--- src/logic/fbpp_pkg.sv ---
package fbpp_pkg;

	// ****************************************
	// Clock and timing
	// ****************************************
	localparam int unsigned CLK_MHZ = 200;
	// Nominal times in ns, picked inside their tolerance windows
	localparam int unsigned SETUP_NS = 500;
	localparam int unsigned STROBE_NS = 5500;
	localparam int unsigned SAMPLE_NS = 12000;
	localparam int unsigned RXSTB_NS = 1000;
	localparam int unsigned RXCLK_NS = 500;
	localparam int unsigned SETUP_CYC = (SETUP_NS * CLK_MHZ + 999) / 1000;
	localparam int unsigned STROBE_CYC = (STROBE_NS * CLK_MHZ + 999) / 1000;
	localparam int unsigned SAMPLE_CYC = (SAMPLE_NS * CLK_MHZ + 999) / 1000;
	localparam int unsigned RXSTB_CYC = (RXSTB_NS * CLK_MHZ + 999) / 1000;
	localparam int unsigned RXCLK_CYC = (RXCLK_NS * CLK_MHZ + 999) / 1000;
	localparam int unsigned CNT_W = 12;

	// ****************************************
	// Register map
	// ****************************************
	localparam int unsigned ADR_W = 8;
	localparam logic [7:0] CTRL_OFS = 8'h00;
	localparam logic [7:0] PARAM_OFS = 8'h04;
	localparam logic [7:0] CMD_OFS = 8'h08;
	localparam logic [7:0] STATUS_OFS = 8'h0C;
	localparam int unsigned CTRL_W = 7;
	localparam int unsigned CTRL_MODE_LSB = 0;
	localparam int unsigned CTRL_BIDIR_BIT = 2;
	localparam int unsigned CTRL_WDOG_FORCED_BIT = 3;
	localparam int unsigned CTRL_WDOG_PIN_BIT = 4;
	localparam int unsigned CTRL_FILTER_PIN_BIT = 5;
	localparam int unsigned CTRL_SYNC_PIN_BIT = 6;
	localparam logic [6:0] CTRL_RST = 7'h00;
	localparam logic [3:0] PARAM_RST = 4'hF;
	localparam int unsigned CMD_CLEAR_BIT = 0;
	localparam int unsigned STAT_SAMPLE_LSB = 0;
	localparam int unsigned STAT_BUSY_BIT = 4;
	localparam int unsigned STAT_DPORT_BIT = 5;
	localparam int unsigned STAT_FLAG_BIT = 6;
	localparam int unsigned STAT_WDOG_BIT = 7;
	localparam int unsigned STAT_FILTER_BIT = 8;
	localparam int unsigned STAT_SYNC_BIT = 9;
	localparam int unsigned STAT_STBPIN_BIT = 10;
	localparam logic [31:0] RDATA_RST = 32'h0000_0000;

	// ****************************************
	// Types
	// ****************************************
	typedef enum logic [1:0] {
		FBPP_MODE_SLAVE = 2'h0,
		FBPP_MODE_MASTER = 2'h1,
		FBPP_MODE_REPEATER = 2'h2,
		FBPP_MODE_MONITOR = 2'h3
	} fbpp_mode_t;

	typedef enum logic [3:0] {
		FBPP_ST_IDLE = 4'h1,
		FBPP_ST_SETUP = 4'h2,
		FBPP_ST_STROBE = 4'h4,
		FBPP_ST_WAIT = 4'h8
	} fbpp_state_t;

endpackage

--- src/logic/fbpp_sync.sv ---
`timescale 1ns/100ps
module fbpp_sync #(
	parameter int unsigned WIDTH = 4
) (
	input wire logic clk_sys,
	input wire logic rst_b,
	input wire logic [WIDTH-1:0] asyncIn,
	output logic [WIDTH-1:0] syncOut
);

	typedef struct packed {
		logic [WIDTH-1:0] stage1;
		logic [WIDTH-1:0] stage2;
	} fbpp_sync_t;

	fbpp_sync_t q;
	fbpp_sync_t d;

	// First stage feeds only the second, to let metastability settle
	always_comb begin
		d.stage1 = asyncIn;
		d.stage2 = q.stage1;
	end

	always_ff @(posedge clk_sys or negedge rst_b) begin
		if (!rst_b) begin
			q <= '0;
		end else begin
			q <= d;
		end
	end

	assign syncOut = q.stage2;

endmodule

--- src/logic/fbpp_pulse.sv ---
`timescale 1ns/100ps
module fbpp_pulse #(
	parameter int unsigned WIDTH_CYC = 200
) (
	input wire logic clk_sys,
	input wire logic rst_b,
	input wire logic trigger,
	output logic active
);

	localparam int unsigned CW = $clog2(WIDTH_CYC + 1);

	typedef struct packed {
		logic act;
		logic [CW-1:0] cnt;
	} fbpp_pulse_t;

	fbpp_pulse_t q;
	fbpp_pulse_t d;

	// Retrigger restarts the full width, so back-to-back events merge
	always_comb begin
		d = q;
		if (trigger) begin
			d.act = 1'b1;
			d.cnt = CW'(WIDTH_CYC - 1);
		end else if (q.act) begin
			if (q.cnt == '0) begin
				d.act = 1'b0;
			end else begin
				d.cnt = q.cnt - 1'b1;
			end
		end
	end

	always_ff @(posedge clk_sys or negedge rst_b) begin
		if (!rst_b) begin
			q <= '0;
		end else begin
			q <= d;
		end
	end

	assign active = q.act;

endmodule

--- src/logic/fbpp_port.sv ---
// Local design decisions: the address map and the Wishbone slave port.
`timescale 1ns/100ps
module fbpp_port (
	input wire logic clk_sys,
	input wire logic rst_b,
	input wire logic wb_cyc_i,
	input wire logic wb_stb_i,
	input wire logic wb_we_i,
	input wire logic [7:0] wb_adr_i,
	input wire logic [3:0] wb_sel_i,
	input wire logic [31:0] wb_dat_i,
	output logic [31:0] wb_dat_o,
	output logic wb_ack_o,
	input wire logic [3:0] paramPinIn,
	output logic [3:0] paramPinOut,
	output logic [3:0] paramPinOe,
	input wire logic paramStrobePinIn,
	output logic paramStrobePinOut,
	output logic paramStrobePinOe,
	input wire logic rxBitValid,
	input wire logic rxBitData,
	input wire logic powerFail,
	input wire logic slaveTelegramOk,
	input wire logic masterTelegramOk,
	output logic receiveDataOutPin,
	output logic dataPortEnable,
	output logic wdogEnable,
	output logic filterActive,
	output logic syncIoActive
);

	// ****************************************
	// State
	// ****************************************
	typedef struct packed {
		fbpp_pkg::fbpp_state_t st;
		logic [fbpp_pkg::CNT_W-1:0] cnt;
		logic [3:0] paramOut;
		logic [3:0] pend;
		logic pendValid;
		logic [3:0] drvEn;
		logic strobe;
		logic [3:0] sampled;
		logic sampleFlag;
		logic sampleStb;
		logic dataPortEn;
		logic [fbpp_pkg::CTRL_W-1:0] ctrl;
		logic ack;
		logic [31:0] rdata;
		logic [3:0] pinOe;
		logic rxData;
		logic wdogEn;
		logic filterAct;
		logic syncAct;
	} fbpp_main_t;

	// Reset starts a strobe sequence with all ones, as a clear does
	localparam fbpp_main_t RST = '{
		st: fbpp_pkg::FBPP_ST_SETUP,
		cnt: '0,
		paramOut: fbpp_pkg::PARAM_RST,
		pend: fbpp_pkg::PARAM_RST,
		pendValid: 1'b0,
		drvEn: 4'h0,
		strobe: 1'b0,
		sampled: 4'h0,
		sampleFlag: 1'b0,
		sampleStb: 1'b0,
		dataPortEn: 1'b0,
		ctrl: fbpp_pkg::CTRL_RST,
		ack: 1'b0,
		rdata: fbpp_pkg::RDATA_RST,
		pinOe: 4'h0,
		rxData: 1'b0,
		wdogEn: 1'b0,
		filterAct: 1'b0,
		syncAct: 1'b0
	};

	localparam logic [fbpp_pkg::CNT_W-1:0] SETUP_END = fbpp_pkg::CNT_W'(fbpp_pkg::SETUP_CYC - 1);
	localparam logic [fbpp_pkg::CNT_W-1:0] STROBE_END =
		fbpp_pkg::CNT_W'(fbpp_pkg::SETUP_CYC + fbpp_pkg::STROBE_CYC - 1);
	localparam logic [fbpp_pkg::CNT_W-1:0] SAMPLE_END = fbpp_pkg::CNT_W'(fbpp_pkg::SAMPLE_CYC - 1);

	fbpp_main_t q;
	fbpp_main_t d;
	logic [3:0] pinSync;
	logic stbPinSync;
	logic rxClk;
	logic slvStb;
	logic mstStb;
	logic busAcc;
	logic wrAcc;
	logic wrParam;
	logic wrClear;
	logic [3:0] liveP;
	logic isSlave;
	logic bidir;
	fbpp_pkg::fbpp_mode_t mode;

	// ****************************************
	// Pin synchronisers and one-shots
	// ****************************************
	fbpp_sync #(
		.WIDTH(5)
	) uSync (
		.clk_sys(clk_sys),
		.rst_b(rst_b),
		.asyncIn({paramStrobePinIn, paramPinIn}),
		.syncOut({stbPinSync, pinSync})
	);

	fbpp_pulse #(
		.WIDTH_CYC(fbpp_pkg::RXCLK_CYC)
	) uRxClk (
		.clk_sys(clk_sys),
		.rst_b(rst_b),
		.trigger(rxBitValid),
		.active(rxClk)
	);

	fbpp_pulse #(
		.WIDTH_CYC(fbpp_pkg::RXSTB_CYC)
	) uSlvStb (
		.clk_sys(clk_sys),
		.rst_b(rst_b),
		.trigger(slaveTelegramOk),
		.active(slvStb)
	);

	fbpp_pulse #(
		.WIDTH_CYC(fbpp_pkg::RXSTB_CYC)
	) uMstStb (
		.clk_sys(clk_sys),
		.rst_b(rst_b),
		.trigger(masterTelegramOk),
		.active(mstStb)
	);

	// ****************************************
	// Next state
	// ****************************************
	assign mode = fbpp_pkg::fbpp_mode_t'(q.ctrl[fbpp_pkg::CTRL_MODE_LSB +: 2]);
	assign isSlave = (mode == fbpp_pkg::FBPP_MODE_SLAVE);
	assign bidir = q.ctrl[fbpp_pkg::CTRL_BIDIR_BIT];
	assign busAcc = wb_cyc_i & wb_stb_i & ~q.ack;
	assign wrAcc = busAcc & wb_we_i & wb_sel_i[0];
	assign wrParam = wrAcc && (wb_adr_i == fbpp_pkg::PARAM_OFS);
	assign wrClear = wrAcc && (wb_adr_i == fbpp_pkg::CMD_OFS) && wb_dat_i[fbpp_pkg::CMD_CLEAR_BIT];
	assign liveP = pinSync & q.paramOut;

	always_comb begin
		d = q;
		d.ack = busAcc;
		d.sampleStb = 1'b0;
		// Unmapped addresses answer with zero and ignore writes
		if (busAcc) begin
			d.rdata = 32'h0000_0000;
			if (wb_adr_i == fbpp_pkg::CTRL_OFS) begin
				d.rdata[fbpp_pkg::CTRL_W-1:0] = q.ctrl;
			end else if (wb_adr_i == fbpp_pkg::PARAM_OFS) begin
				d.rdata[3:0] = q.paramOut;
			end else if (wb_adr_i == fbpp_pkg::STATUS_OFS) begin
				d.rdata[fbpp_pkg::STAT_SAMPLE_LSB +: 4] = q.sampled;
				d.rdata[fbpp_pkg::STAT_BUSY_BIT] = (q.st != fbpp_pkg::FBPP_ST_IDLE) | q.pendValid;
				d.rdata[fbpp_pkg::STAT_DPORT_BIT] = q.dataPortEn;
				d.rdata[fbpp_pkg::STAT_FLAG_BIT] = q.sampleFlag;
				d.rdata[fbpp_pkg::STAT_WDOG_BIT] = q.wdogEn;
				d.rdata[fbpp_pkg::STAT_FILTER_BIT] = q.filterAct;
				d.rdata[fbpp_pkg::STAT_SYNC_BIT] = q.syncAct;
				d.rdata[fbpp_pkg::STAT_STBPIN_BIT] = stbPinSync;
			end
		end
		if (wrAcc && (wb_adr_i == fbpp_pkg::CTRL_OFS)) begin
			d.ctrl = wb_dat_i[fbpp_pkg::CTRL_W-1:0];
		end
		// Clear comes first so a sample in the same cycle sets it again
		if (wrAcc && (wb_adr_i == fbpp_pkg::STATUS_OFS) && wb_dat_i[fbpp_pkg::STAT_FLAG_BIT]) begin
			d.sampleFlag = 1'b0;
		end
		if (q.st != fbpp_pkg::FBPP_ST_IDLE) begin
			d.cnt = q.cnt + 1'b1;
		end
		case (q.st)
			fbpp_pkg::FBPP_ST_SETUP: begin
				if (q.cnt == SETUP_END) begin
					d.st = fbpp_pkg::FBPP_ST_STROBE;
				end
			end
			fbpp_pkg::FBPP_ST_STROBE: begin
				if (q.cnt == STROBE_END) begin
					d.st = fbpp_pkg::FBPP_ST_WAIT;
				end
			end
			fbpp_pkg::FBPP_ST_WAIT: begin
				if (q.cnt == SAMPLE_END) begin
					d.st = fbpp_pkg::FBPP_ST_IDLE;
					d.sampleStb = 1'b1;
					d.sampleFlag = 1'b1;
					d.sampled = bidir ? pinSync : (pinSync & q.paramOut);
					d.drvEn = ~q.paramOut;
				end
			end
			default: begin
			end
		endcase
		// A write during a sequence waits; the latest value wins
		if (wrParam) begin
			d.pend = wb_dat_i[3:0];
			d.pendValid = 1'b1;
		end
		if (wrClear) begin
			// Clear aborts and restarts with all ones
			d.st = fbpp_pkg::FBPP_ST_SETUP;
			d.cnt = '0;
			d.paramOut = fbpp_pkg::PARAM_RST;
			d.drvEn = 4'h0;
			d.pendValid = 1'b0;
			d.dataPortEn = 1'b0;
		end else if ((d.st == fbpp_pkg::FBPP_ST_IDLE) && d.pendValid) begin
			d.st = fbpp_pkg::FBPP_ST_SETUP;
			d.cnt = '0;
			d.paramOut = d.pend;
			d.pendValid = 1'b0;
			// Bidir keeps drivers off from setup until the sample point
			d.drvEn = bidir ? 4'h0 : ~d.pend;
			d.dataPortEn = 1'b1;
		end
		d.strobe = (d.st == fbpp_pkg::FBPP_ST_STROBE);
		case (mode)
			fbpp_pkg::FBPP_MODE_SLAVE: d.pinOe = d.drvEn;
			// Power fail released high; strobes release pin
			fbpp_pkg::FBPP_MODE_MASTER: d.pinOe = {1'b0, ~slvStb, ~powerFail, ~rxClk};
			fbpp_pkg::FBPP_MODE_MONITOR: d.pinOe = {~mstStb, ~slvStb, ~powerFail, ~rxClk};
			default: d.pinOe = 4'h0;
		endcase
		if (rxBitValid) begin
			d.rxData = rxBitData;
		end
		// Pin functions only in slave mode
		d.wdogEn = q.ctrl[fbpp_pkg::CTRL_WDOG_FORCED_BIT] |
			(isSlave & q.ctrl[fbpp_pkg::CTRL_WDOG_PIN_BIT] & liveP[0]);
		d.filterAct = isSlave & q.ctrl[fbpp_pkg::CTRL_FILTER_PIN_BIT] & ~liveP[1];
		d.syncAct = isSlave & q.ctrl[fbpp_pkg::CTRL_SYNC_PIN_BIT] & ~liveP[2];
	end

	always_ff @(posedge clk_sys or negedge rst_b) begin
		if (!rst_b) begin
			q <= RST;
		end else begin
			q <= d;
		end
	end

	// ****************************************
	// Outputs
	// ****************************************
	// Open-drain pins only ever pull low
	assign paramPinOut = 4'h0;
	assign paramPinOe = q.pinOe;
	// Strobe pin is released high for the pulse, held low otherwise
	assign paramStrobePinOut = 1'b0;
	assign paramStrobePinOe = ~q.strobe;
	assign receiveDataOutPin = q.rxData;
	assign dataPortEnable = q.dataPortEn;
	assign wdogEnable = q.wdogEn;
	assign filterActive = q.filterAct;
	assign syncIoActive = q.syncAct;
	assign wb_dat_o = q.rdata;
	assign wb_ack_o = q.ack;

	logic [fbpp_pkg::CNT_W-1:0] strobeLen;
	always_ff @(posedge clk_sys or negedge rst_b) begin
		if (!rst_b) begin
			strobeLen <= '0;
		end else if (q.strobe) begin
			strobeLen <= strobeLen + 1'b1;
		end else begin
			strobeLen <= '0;
		end
	end
endmodule

--- config.mk ---
export PLATFORM = sky130hd
export DESIGN_NAME = fbpp_port
export DESIGN_NICKNAME = d
export VERILOG_FILES = /design/src/logic/fbpp_pkg.sv /design/src/logic/fbpp_sync.sv /design/src/logic/fbpp_pulse.sv /design/src/logic/fbpp_port.sv
export SDC_FILE = /design/constraint.sdc
export NUM_CORES = 1
export LEC_CHECK = 0
export ABC_AREA = 1
export CORE_ASPECT_RATIO = 0.5
export CORE_MARGIN = 2
export CORE_UTILIZATION = 32
export DETAILED_ROUTE_END_ITERATION = 16
export DONT_BUFFER_PORTS = 1
export PLACE_DENSITY = 0.51
export REMOVE_ABC_BUFFERS = 1
export SLEW_MARGIN = 30
export SYNTH_ARGS = -nofsm -noshare
export SYNTH_HDL_FRONTEND = slang
export SYNTH_SLANG_ARGS = --single-unit
--- constraint.sdc ---
create_clock -name clk_sys -period 2 [get_ports clk_sys]
set_input_delay 0 -clock clk_sys [delete_from_list [all_inputs] [get_ports clk_sys]]
set_output_delay 0 -clock clk_sys [all_outputs]
set_load 0.03 [all_outputs]
==> flow_results.xml, run 1 <==
<?xml version="1.0" encoding="UTF-8"?>
<metrics>
  <group name="global_route">
    <metric name="first_global_vias" unit="">3411</metric>
    <metric name="total_congestion_overflow_after_global_routing" unit="">0</metric>
    <metric name="globalRouteTotalUtil" unit="">0.127</metric>
    <metric name="antenna_found_initial" unit="">0</metric>
    <metric name="largest_net_degree_at_the_start_of_global_routing" unit="">100</metric>
    <metric name="grt_first_pass_wirelength" unit="um">17000</metric>
  </group>
  <group name="yosys">
    <metric name="post_synth_and_or_nand_nor_area_fraction" unit="">0.240</metric>
    <metric name="synthXorXnorAreaFrac" unit="">0.0141</metric>
    <metric name="synthesis.yosys.warnings" unit="">0</metric>
    <metric name="synthesis.area" unit="um2">4960</metric>
    <metric name="ys_types" unit="">43</metric>
    <metric name="synth_top_family_by_area" unit="">simple AND/OR/NAND/NOR gates</metric>
    <metric name="avg_synthesized_cell_area" unit="um2">8.56</metric>
    <metric name="synth-adder-area-share" unit="">0.0177</metric>
    <metric name="number_of_synthesized_register_bits" unit="">99</metric>
    <metric name="synthMuxAreaShare" unit="">0.00454</metric>
    <metric name="part_of_the_yosys_area_used_for_sequential_elements" unit="">0.502</metric>
    <metric name="synth-compound-area-share" unit="">0.0944</metric>
    <metric name="syn-instance-count" unit="">579</metric>
  </group>
  <group name="floorplanning">
    <metric name="top_level_ports" unit="">107</metric>
    <metric name="floorplan.die.width" unit="um">180</metric>
    <metric name="floorplan.die_area" unit="um2">16600</metric>
    <metric name="floorplan.initialDensity" unit="">0.324</metric>
    <metric name="floorplan.rows" unit="">32</metric>
    <metric name="fp.coreArea" unit="um2">15300</metric>
    <metric name="dieHeight" unit="um">92.0</metric>
  </group>
  <group name="timing">
    <metric name="clock_skew" unit="ps">5.96</metric>
    <metric name="actual_slew_at_the_worst_max_slew_pin" unit="ps">562</metric>
    <metric name="finalMaxSlewViolations" unit="">0</metric>
    <metric name="final-hold-violation-count" unit="">99</metric>
    <metric name="fmax" unit="MHz">542</metric>
    <metric name="min_period" unit="ps">1840</metric>
    <metric name="slew_headroom" unit="">0.624</metric>
    <metric name="fin_crit_sh" unit="">0.922</metric>
    <metric name="holdWs" unit="ps">-646</metric>
    <metric name="setup_viol" unit="">0</metric>
  </group>
  <group name="power">
    <metric name="clock_power_share" unit="">0.403</metric>
    <metric name="share_of_total_power_in_combinational_logic" unit="">0.094</metric>
    <metric name="sequentialPowerShare" unit="">0.503</metric>
    <metric name="p_int" unit="mW">3.34</metric>
    <metric name="power.net_switching" unit="mW">1.16</metric>
    <metric name="irDropWorstVdd" unit="mV">0.431</metric>
    <metric name="p_leak" unit="nW">2.64</metric>
    <metric name="sw_frac_of_total" unit="">0.258</metric>
    <metric name="power_density" unit="nW/um2">797</metric>
    <metric name="report.power.total" unit="mW">4.50</metric>
  </group>
  <group name="route">
    <metric name="dr.first_iter.drc_count" unit="">182</metric>
    <metric name="total_wirelength" unit="um">10300</metric>
    <metric name="dr_total_vias" unit="">3694</metric>
    <metric name="routed_wire_length_per_instance" unit="um">12.7</metric>
    <metric name="post-route-drc-count" unit="">0</metric>
    <metric name="final_antenna_net_count" unit="">0</metric>
    <metric name="routed_via_density" unit="">4.55</metric>
    <metric name="first_pass_iters" unit="">4</metric>
  </group>
  <group name="place">
    <metric name="place.detailed.hpwl" unit="um">7270</metric>
    <metric name="number_of_buffers_inserted_by_port_buffering" unit="">0</metric>
    <metric name="gp_congestion" unit="">0.787</metric>
    <metric name="dp_cells" unit="">773</metric>
  </group>
  <group name="clock_tree">
    <metric name="clock_latency" unit="ps">340</metric>
    <metric name="cts_inserted_buffers" unit="">9</metric>
    <metric name="tritoncts_clock_tree" unit="">built</metric>
    <metric name="clock_path_buffers" unit="">2</metric>
    <metric name="cts_num_sinks" unit="">99</metric>
    <metric name="ctsHoldBuffers" unit="">19</metric>
    <metric name="cts-htree-levels" unit="">3</metric>
    <metric name="clk_pin_slew" unit="ps">70</metric>
    <metric name="cts_root_buffer" unit="">sky130_fd_sc_hd__clkbuf_16</metric>
  </group>
  <group name="cells_and_area">
    <metric name="antennaDiodeCount" unit="">0</metric>
    <metric name="layout.cells.non_filler" unit="">811</metric>
    <metric name="finalNetCount" unit="">668</metric>
    <metric name="layout.cells.most_common_list" unit="">sky130_fd_sc_hd__nand2_1, sky130_fd_sc_hd__dfrtp_1, sky130_fd_sc_hd__inv_1, sky130_fd_sc_hd__nor2_1, sky130_fd_sc_hd__o21ai_0</metric>
    <metric name="filler_cells" unit="">1547</metric>
    <metric name="area_growth_syn_to_layout" unit="%">13.9</metric>
    <metric name="mostFrequentLayoutCell" unit="">sky130_fd_sc_hd__nand2_1</metric>
    <metric name="drive_gt1_frac" unit="">0.140</metric>
  </group>
  <group name="min_path">
    <metric name="hold_path.class" unit="">input port to async pin</metric>
  </group>
  <group name="run_status">
    <metric name="violations" unit="">hold timing</metric>
    <metric name="status" unit="">finished with violations</metric>
  </group>
  <group name="worst_setup_path">
    <metric name="worstPathMaxFanout" unit="">6</metric>
    <metric name="timing.setup.critical_path_class" unit="">flop to flop</metric>
    <metric name="startpoint_type_of_the_worst_setup_path" unit="">flop</metric>
    <metric name="crit_required" unit="ps">2270</metric>
    <metric name="worstPathCellList" unit="">ha_2 -&gt; nand3_2 -&gt; nor2_4 -&gt; nand3_4 -&gt; nand2_2 -&gt; nand2_2 -&gt; clkinv_2 -&gt; nand4_4 -&gt; buf_4 -&gt; nand2_2 -&gt; nand4_1 -&gt; nand2_1</metric>
    <metric name="worst_ep_arrival_time" unit="ps">2120</metric>
    <metric name="path_common_cell" unit="">sky130_fd_sc_hd__nand2_2</metric>
    <metric name="crit_path_end_kind" unit="">flop</metric>
    <metric name="cp_slowest_stage_delay" unit="ps">370</metric>
    <metric name="critPathSlowestCell" unit="">sky130_fd_sc_hd__dfrtp_1</metric>
  </group>
  <group name="job">
    <metric name="timing.max_cap.violations" unit="">0</metric>
  </group>
</metrics>
==> sequential cells by signal, indices dropped and copies added, names as in the netlist, 2 cells and up <==
signal,flops
mode,2
q,39
uSync.syncOut,5
uMstStb.q,8
uSlvStb.q,8
paramPinOe,4
uSync.d,5
uRxClk.q,7
wb_dat_o,11
==> synthesized netlist by cell type (all sizes together) <==
cell,count,area share
a211oi,1,0.0015
a21o,2,0.0030
a21oi,21,0.022
a221oi,5,0.0088
a31oi,7,0.0088
a41o,1,0.0020
buf,45,0.068
clkbuf,2,0.0015
clkinv,3,0.0025
conb,1,0.00076
dfrtp,90,0.45
dfstp,9,0.048
ha,7,0.018
inv,72,0.055
mux2,2,0.0045
nand2,119,0.094
nand3,38,0.041
nand3b,2,0.0030
nand4,15,0.022
nor2,65,0.055
nor3,14,0.015
nor3b,2,0.0030
nor4,3,0.0068
o211ai,2,0.0030
o21a,1,0.0015
o21ai,39,0.039
o22ai,1,0.0013
o31ai,2,0.0030
xnor2,1,0.0018
xor2,7,0.012
==> metal layers <==
metal,vias up,track usage,part of all wire
li1,1868,-,-
met1,1740,0.179,0.50
met2,79,0.198,0.45
met3,7,0.0318,0.040
met4,0,0.0302,0.0063
met5,-,0,0
==> worst paths after layout <==
kind                               endpoint  cells after the start  slack (ps)  startpoint
setup reg to reg              paramPinOe[2]                     12         160       q[70]
min in group clk_sys                  q[64]                      4          90     wb_we_i
hold / removal                 uSlvStb.q[5]                      0        -650       rst_b
max in group asynchronous             q[63]                      0        2410       rst_b
setup / recovery              paramPinOe[2]                     12         160       q[70]
hold reg to reg            uSync.syncOut[1]                      0         350  uSync.d[1]
==> power groups by stage <==
stage	Clock [mW]	Combinational, mW	Sequential (mW)
after floorplan	0	0.317	2.26
after global placement	0	0.368	2.30
after detailed placement	0	0.372	2.29
after CTS	1.87	0.406	2.26
after global routing	1.96	0.482	2.28
final	1.82	0.421	2.27
==> timing repair <==
action                     in CTS  in global routing
setup buffers                   0                  3
setup endpoints to repair       0                 18
hold endpoints to repair      148                 99
gates resized for setup         0                 21
==> kinds of logic after synthesis <==
| family | count (synthesis) |
|---|---|
| buffers and inverters | 122 |
| XOR/XNOR | 8 |
| other | 1 |
| adder cells (fa/ha/maj) | 7 |
| AO/OA/AOI/OAI | 82 |
| multiplexers | 2 |
| AND/OR/NAND/NOR | 258 |
| flip-flops | 99 |
==> stage by stage <==
step / setup TNS, ps / instance area, um2 / setup WS (ps) / hold slack [ps] / utilization
final: 0 / 5650 / 156 / -646 / 0.369
after global routing: -11.3 / 5650 / -11.3 / -672 / 0.369
after CTS: 0 / 5560 / 73.0 / -660 / 0.363
after detailed placement: 0 / 5050 / 94.2 / -293 / 0.330
after global placement: 0 / 5050 / 112 / -292 / 0.330
after floorplan: -318 / 4710 / -94.3 / -296 / -
==> critical path, delay by kind of cell (launching register included) <==
| family | cells | cell delay [ps] |
|---|---|---|
| and+or+nand+nor | 9 | 920 |
| DFF | 1 | 370 |
| buffers and inverters | 2 | 280 |
| adders and majority gates | 1 | 210 |
==> layout make-up <==
class / instances / area (um2) / area share
clock buffers: 13 / 270 / 0.0478
clock inverters: 3 / 43.8 / 0.00775
inverters: 75 / 283 / 0.0501
multi-input cells: 383 / 2000 / 0.354
flip-flops and latches: 99 / 2490 / 0.441
well taps: 204 / 255 / 0.0452
repair buffers: 34 / 303 / 0.0536
Power figures use the tool's default switching activity.
==> run 2, diff against run 1 <==
--- a/config.mk
+++ b/config.mk
@@ -8,10 +8,11 @@
 export ABC_AREA = 1
 export CORE_ASPECT_RATIO = 0.5
 export CORE_MARGIN = 2
-export CORE_UTILIZATION = 32
+export CORE_UTILIZATION = 45
+export CTS_CLUSTER_SIZE = 30
 export DETAILED_ROUTE_END_ITERATION = 16
 export DONT_BUFFER_PORTS = 1
-export PLACE_DENSITY = 0.51
+export PLACE_DENSITY = 0.65
 export REMOVE_ABC_BUFFERS = 1
 export SLEW_MARGIN = 30
 export SYNTH_ARGS = -nofsm -noshare
==> flow_results.xml, run 2 (synthesized netlist as in run 1, its figures left out) <==
<?xml version="1.0" encoding="UTF-8"?>
<metrics>
  <group name="worst_setup_path">
    <metric name="reg2reg_from" unit="">q[70]</metric>
    <metric name="worstPathMaxFanout" unit="">6</metric>
    <metric name="reg2reg_slack" unit="ps">160</metric>
    <metric name="crit_path_end_kind" unit="">flop</metric>
    <metric name="worstPathCellList" unit="">ha_2 -&gt; nand3_2 -&gt; nor2_4 -&gt; nand3_2 -&gt; nand2_2 -&gt; nand2_2 -&gt; clkinv_2 -&gt; nand4_4 -&gt; buf_4 -&gt; nand2_2 -&gt; nand4_1 -&gt; nand2_1</metric>
    <metric name="crit_required" unit="ps">2290</metric>
    <metric name="cp_slowest_stage_delay" unit="ps">370</metric>
    <metric name="critical_path.n_buffers_inverters" unit="">2</metric>
    <metric name="timing.critical_path.depth" unit="">12</metric>
    <metric name="timing.setup.critical_path_class" unit="">flop to flop</metric>
    <metric name="worst_ep_arrival_time" unit="ps">2140</metric>
    <metric name="timing.rr.end" unit="">paramPinOe[2]</metric>
    <metric name="worst_path_dominant_cell_family" unit="">simple AND/OR/NAND/NOR gates</metric>
    <metric name="r2r.worst_path.cells" unit="">12</metric>
    <metric name="critPathSlowestCell" unit="">sky130_fd_sc_hd__dfrtp_1</metric>
    <metric name="startpoint_type_of_the_worst_setup_path" unit="">flop</metric>
    <metric name="path_common_cell" unit="">sky130_fd_sc_hd__nand2_2</metric>
  </group>
  <group name="clock_tree">
    <metric name="clock_latency" unit="ps">350</metric>
    <metric name="cts_inserted_buffers" unit="">9</metric>
    <metric name="cts-htree-levels" unit="">3</metric>
    <metric name="tritoncts_clock_tree" unit="">built</metric>
    <metric name="clk_pin_slew" unit="ps">70</metric>
    <metric name="cts_root_buffer" unit="">sky130_fd_sc_hd__clkbuf_16</metric>
    <metric name="ctsHoldBuffers" unit="">19</metric>
    <metric name="clock_path_buffers" unit="">2</metric>
    <metric name="cts_num_sinks" unit="">99</metric>
  </group>
  <group name="route">
    <metric name="routed_via_density" unit="">4.93</metric>
    <metric name="final_antenna_net_count" unit="">0</metric>
    <metric name="first_pass_iters" unit="">5</metric>
    <metric name="dr.first_iter.drc_count" unit="">211</metric>
    <metric name="total_wirelength" unit="um">9960</metric>
    <metric name="dr_total_vias" unit="">3694</metric>
    <metric name="routed_wire_length_per_instance" unit="um">13.3</metric>
    <metric name="post-route-drc-count" unit="">0</metric>
  </group>
  <group name="global_route">
    <metric name="groute.layer.met3.usage" unit="">0.0497</metric>
    <metric name="groute.layer.met2.usage" unit="">0.284</metric>
    <metric name="grt_first_pass_wirelength" unit="um">16700</metric>
    <metric name="globalRouteTotalUtil" unit="">0.175</metric>
    <metric name="total_congestion_overflow_after_global_routing" unit="">0</metric>
    <metric name="grt_use_met1" unit="">0.229</metric>
    <metric name="first_global_vias" unit="">3446</metric>
    <metric name="busiest_layer" unit="">met2</metric>
    <metric name="largest_net_degree_at_the_start_of_global_routing" unit="">100</metric>
    <metric name="antenna_found_initial" unit="">0</metric>
  </group>
  <group name="cells_and_area">
    <metric name="area_growth_syn_to_layout" unit="%">11.5</metric>
    <metric name="largest-register" unit="">q</metric>
    <metric name="layout.cells.non_filler" unit="">749</metric>
    <metric name="drive_gt1_frac" unit="">0.121</metric>
    <metric name="mostFrequentLayoutCell" unit="">sky130_fd_sc_hd__nand2_1</metric>
    <metric name="layout.cells.most_common_list" unit="">sky130_fd_sc_hd__nand2_1, sky130_fd_sc_hd__dfrtp_1, sky130_fd_sc_hd__inv_1, sky130_fd_sc_hd__nor2_1, sky130_fd_sc_hd__o21ai_0</metric>
    <metric name="antennaDiodeCount" unit="">0</metric>
    <metric name="filler_cells" unit="">1015</metric>
    <metric name="finalNetCount" unit="">665</metric>
    <metric name="flip_flop_count_of_the_largest_register_all_copies_and_words_added" unit="">39</metric>
  </group>
  <group name="timing">
    <metric name="fmax" unit="MHz">543</metric>
    <metric name="clock_skew" unit="ps">6.08</metric>
    <metric name="final-hold-violation-count" unit="">99</metric>
    <metric name="fin_crit_sh" unit="">0.921</metric>
    <metric name="setup_viol" unit="">0</metric>
    <metric name="setup_total_negative_slack" unit="ps">0</metric>
    <metric name="min_period" unit="ps">1840</metric>
    <metric name="actual_slew_at_the_worst_max_slew_pin" unit="ps">533</metric>
    <metric name="slew_headroom" unit="">0.641</metric>
    <metric name="finalMaxSlewViolations" unit="">0</metric>
    <metric name="holdWs" unit="ps">-660</metric>
  </group>
  <group name="floorplanning">
    <metric name="floorplan.rows" unit="">27</metric>
    <metric name="floorplan.initialDensity" unit="">0.456</metric>
    <metric name="dieHeight" unit="um">78.2</metric>
    <metric name="floorplan.die.width" unit="um">152</metric>
    <metric name="top_level_ports" unit="">107</metric>
    <metric name="fp.coreArea" unit="um2">10900</metric>
    <metric name="floorplan.die_area" unit="um2">11900</metric>
  </group>
  <group name="power">
    <metric name="irDropWorstVdd" unit="mV">0.446</metric>
    <metric name="p_leak" unit="nW">2.63</metric>
    <metric name="report.power.total" unit="mW">4.56</metric>
    <metric name="power_density" unit="nW/um2">824</metric>
  </group>
  <group name="place">
    <metric name="dp_cells" unit="">712</metric>
    <metric name="gp_congestion" unit="">0.816</metric>
    <metric name="place.detailed.hpwl" unit="um">7050</metric>
    <metric name="number_of_buffers_inserted_by_port_buffering" unit="">0</metric>
  </group>
  <group name="min_path">
    <metric name="hold_path.class" unit="">input port to async pin</metric>
  </group>
  <group name="run_status">
    <metric name="status" unit="">finished with violations</metric>
    <metric name="violations" unit="">hold timing</metric>
  </group>
  <group name="job">
    <metric name="timing.max_cap.violations" unit="">0</metric>
  </group>
</metrics>
## run 2: final cells by class
class / instances / area (um2) / area share
tap: 145 / 181 / 0.0328
sequential: 99 / 2490 / 0.450
clock inverter: 7 / 101 / 0.0183
multi-input combinational: 383 / 1950 / 0.354
clock buffer: 9 / 225 / 0.0407
timing repair buffer: 31 / 293 / 0.0530
inverter: 75 / 283 / 0.0512
## run 2: metal layers
layer  vias up  routed length, um
met4         0                179
li1       1859                  -
met5         -                  0
met1      1734               4520
met3        16                557
met2        85               4700
## run 2: repair_timing
| action | in CTS | in global routing |
|---|---|---|
| resized for setup | 0 | 6 |
| buffers inserted | 0 | 2 |
| endpoints found under the hold margin | 149 | 99 |
| setup endpoints to repair | 0 | 23 |
## run 2: power breakdown
group	internal [mW]	switching (mW)	total, mW	leakage (nW)
Combinational	0.149	0.265	0.414	1.30
Clock	1.11	0.771	1.88	0.158
Sequential	2.11	0.155	2.27	1.17
Total	3.37	1.19	4.56	2.63
## run 2: worst max path at each step
stage	startpoint	endpoint	slack [ps]
after floorplan	wb_ack_o	q[55]	-90
after global placement	q[70]	paramPinOe[2]	100
after detailed placement	q[70]	q[72]	20
after CTS	q[70]	q[72]	30
after global routing	q[70]	paramPinOe[3]	-20
final	q[70]	paramPinOe[2]	160
## run 2: worst register-to-register path, cell delays in order (launching register included)
cell and delay [ps]:
sky130_fd_sc_hd__dfrtp_1 370, sky130_fd_sc_hd__ha_2 220, sky130_fd_sc_hd__nand3_2 120, sky130_fd_sc_hd__nor2_4 140, sky130_fd_sc_hd__nand3_2 110, sky130_fd_sc_hd__nand2_2 100
sky130_fd_sc_hd__nand2_2 50, sky130_fd_sc_hd__clkinv_2 90, sky130_fd_sc_hd__nand4_4 140, sky130_fd_sc_hd__buf_4 190, sky130_fd_sc_hd__nand2_2 60, sky130_fd_sc_hd__nand4_1 110
sky130_fd_sc_hd__nand2_1 70
## run 2: through the flow
step | instance area, um2 | utilization | worst slack [ps]
detailed placement | 4980 | 0.458 | 23.9
floorplan | 4710 | - | -94.3
global route | 5530 | 0.508 | -17.8
global placement | 4980 | 0.458 | 96.4
CTS | 5490 | 0.505 | 26.7
finish | 5530 | 0.508 | 158
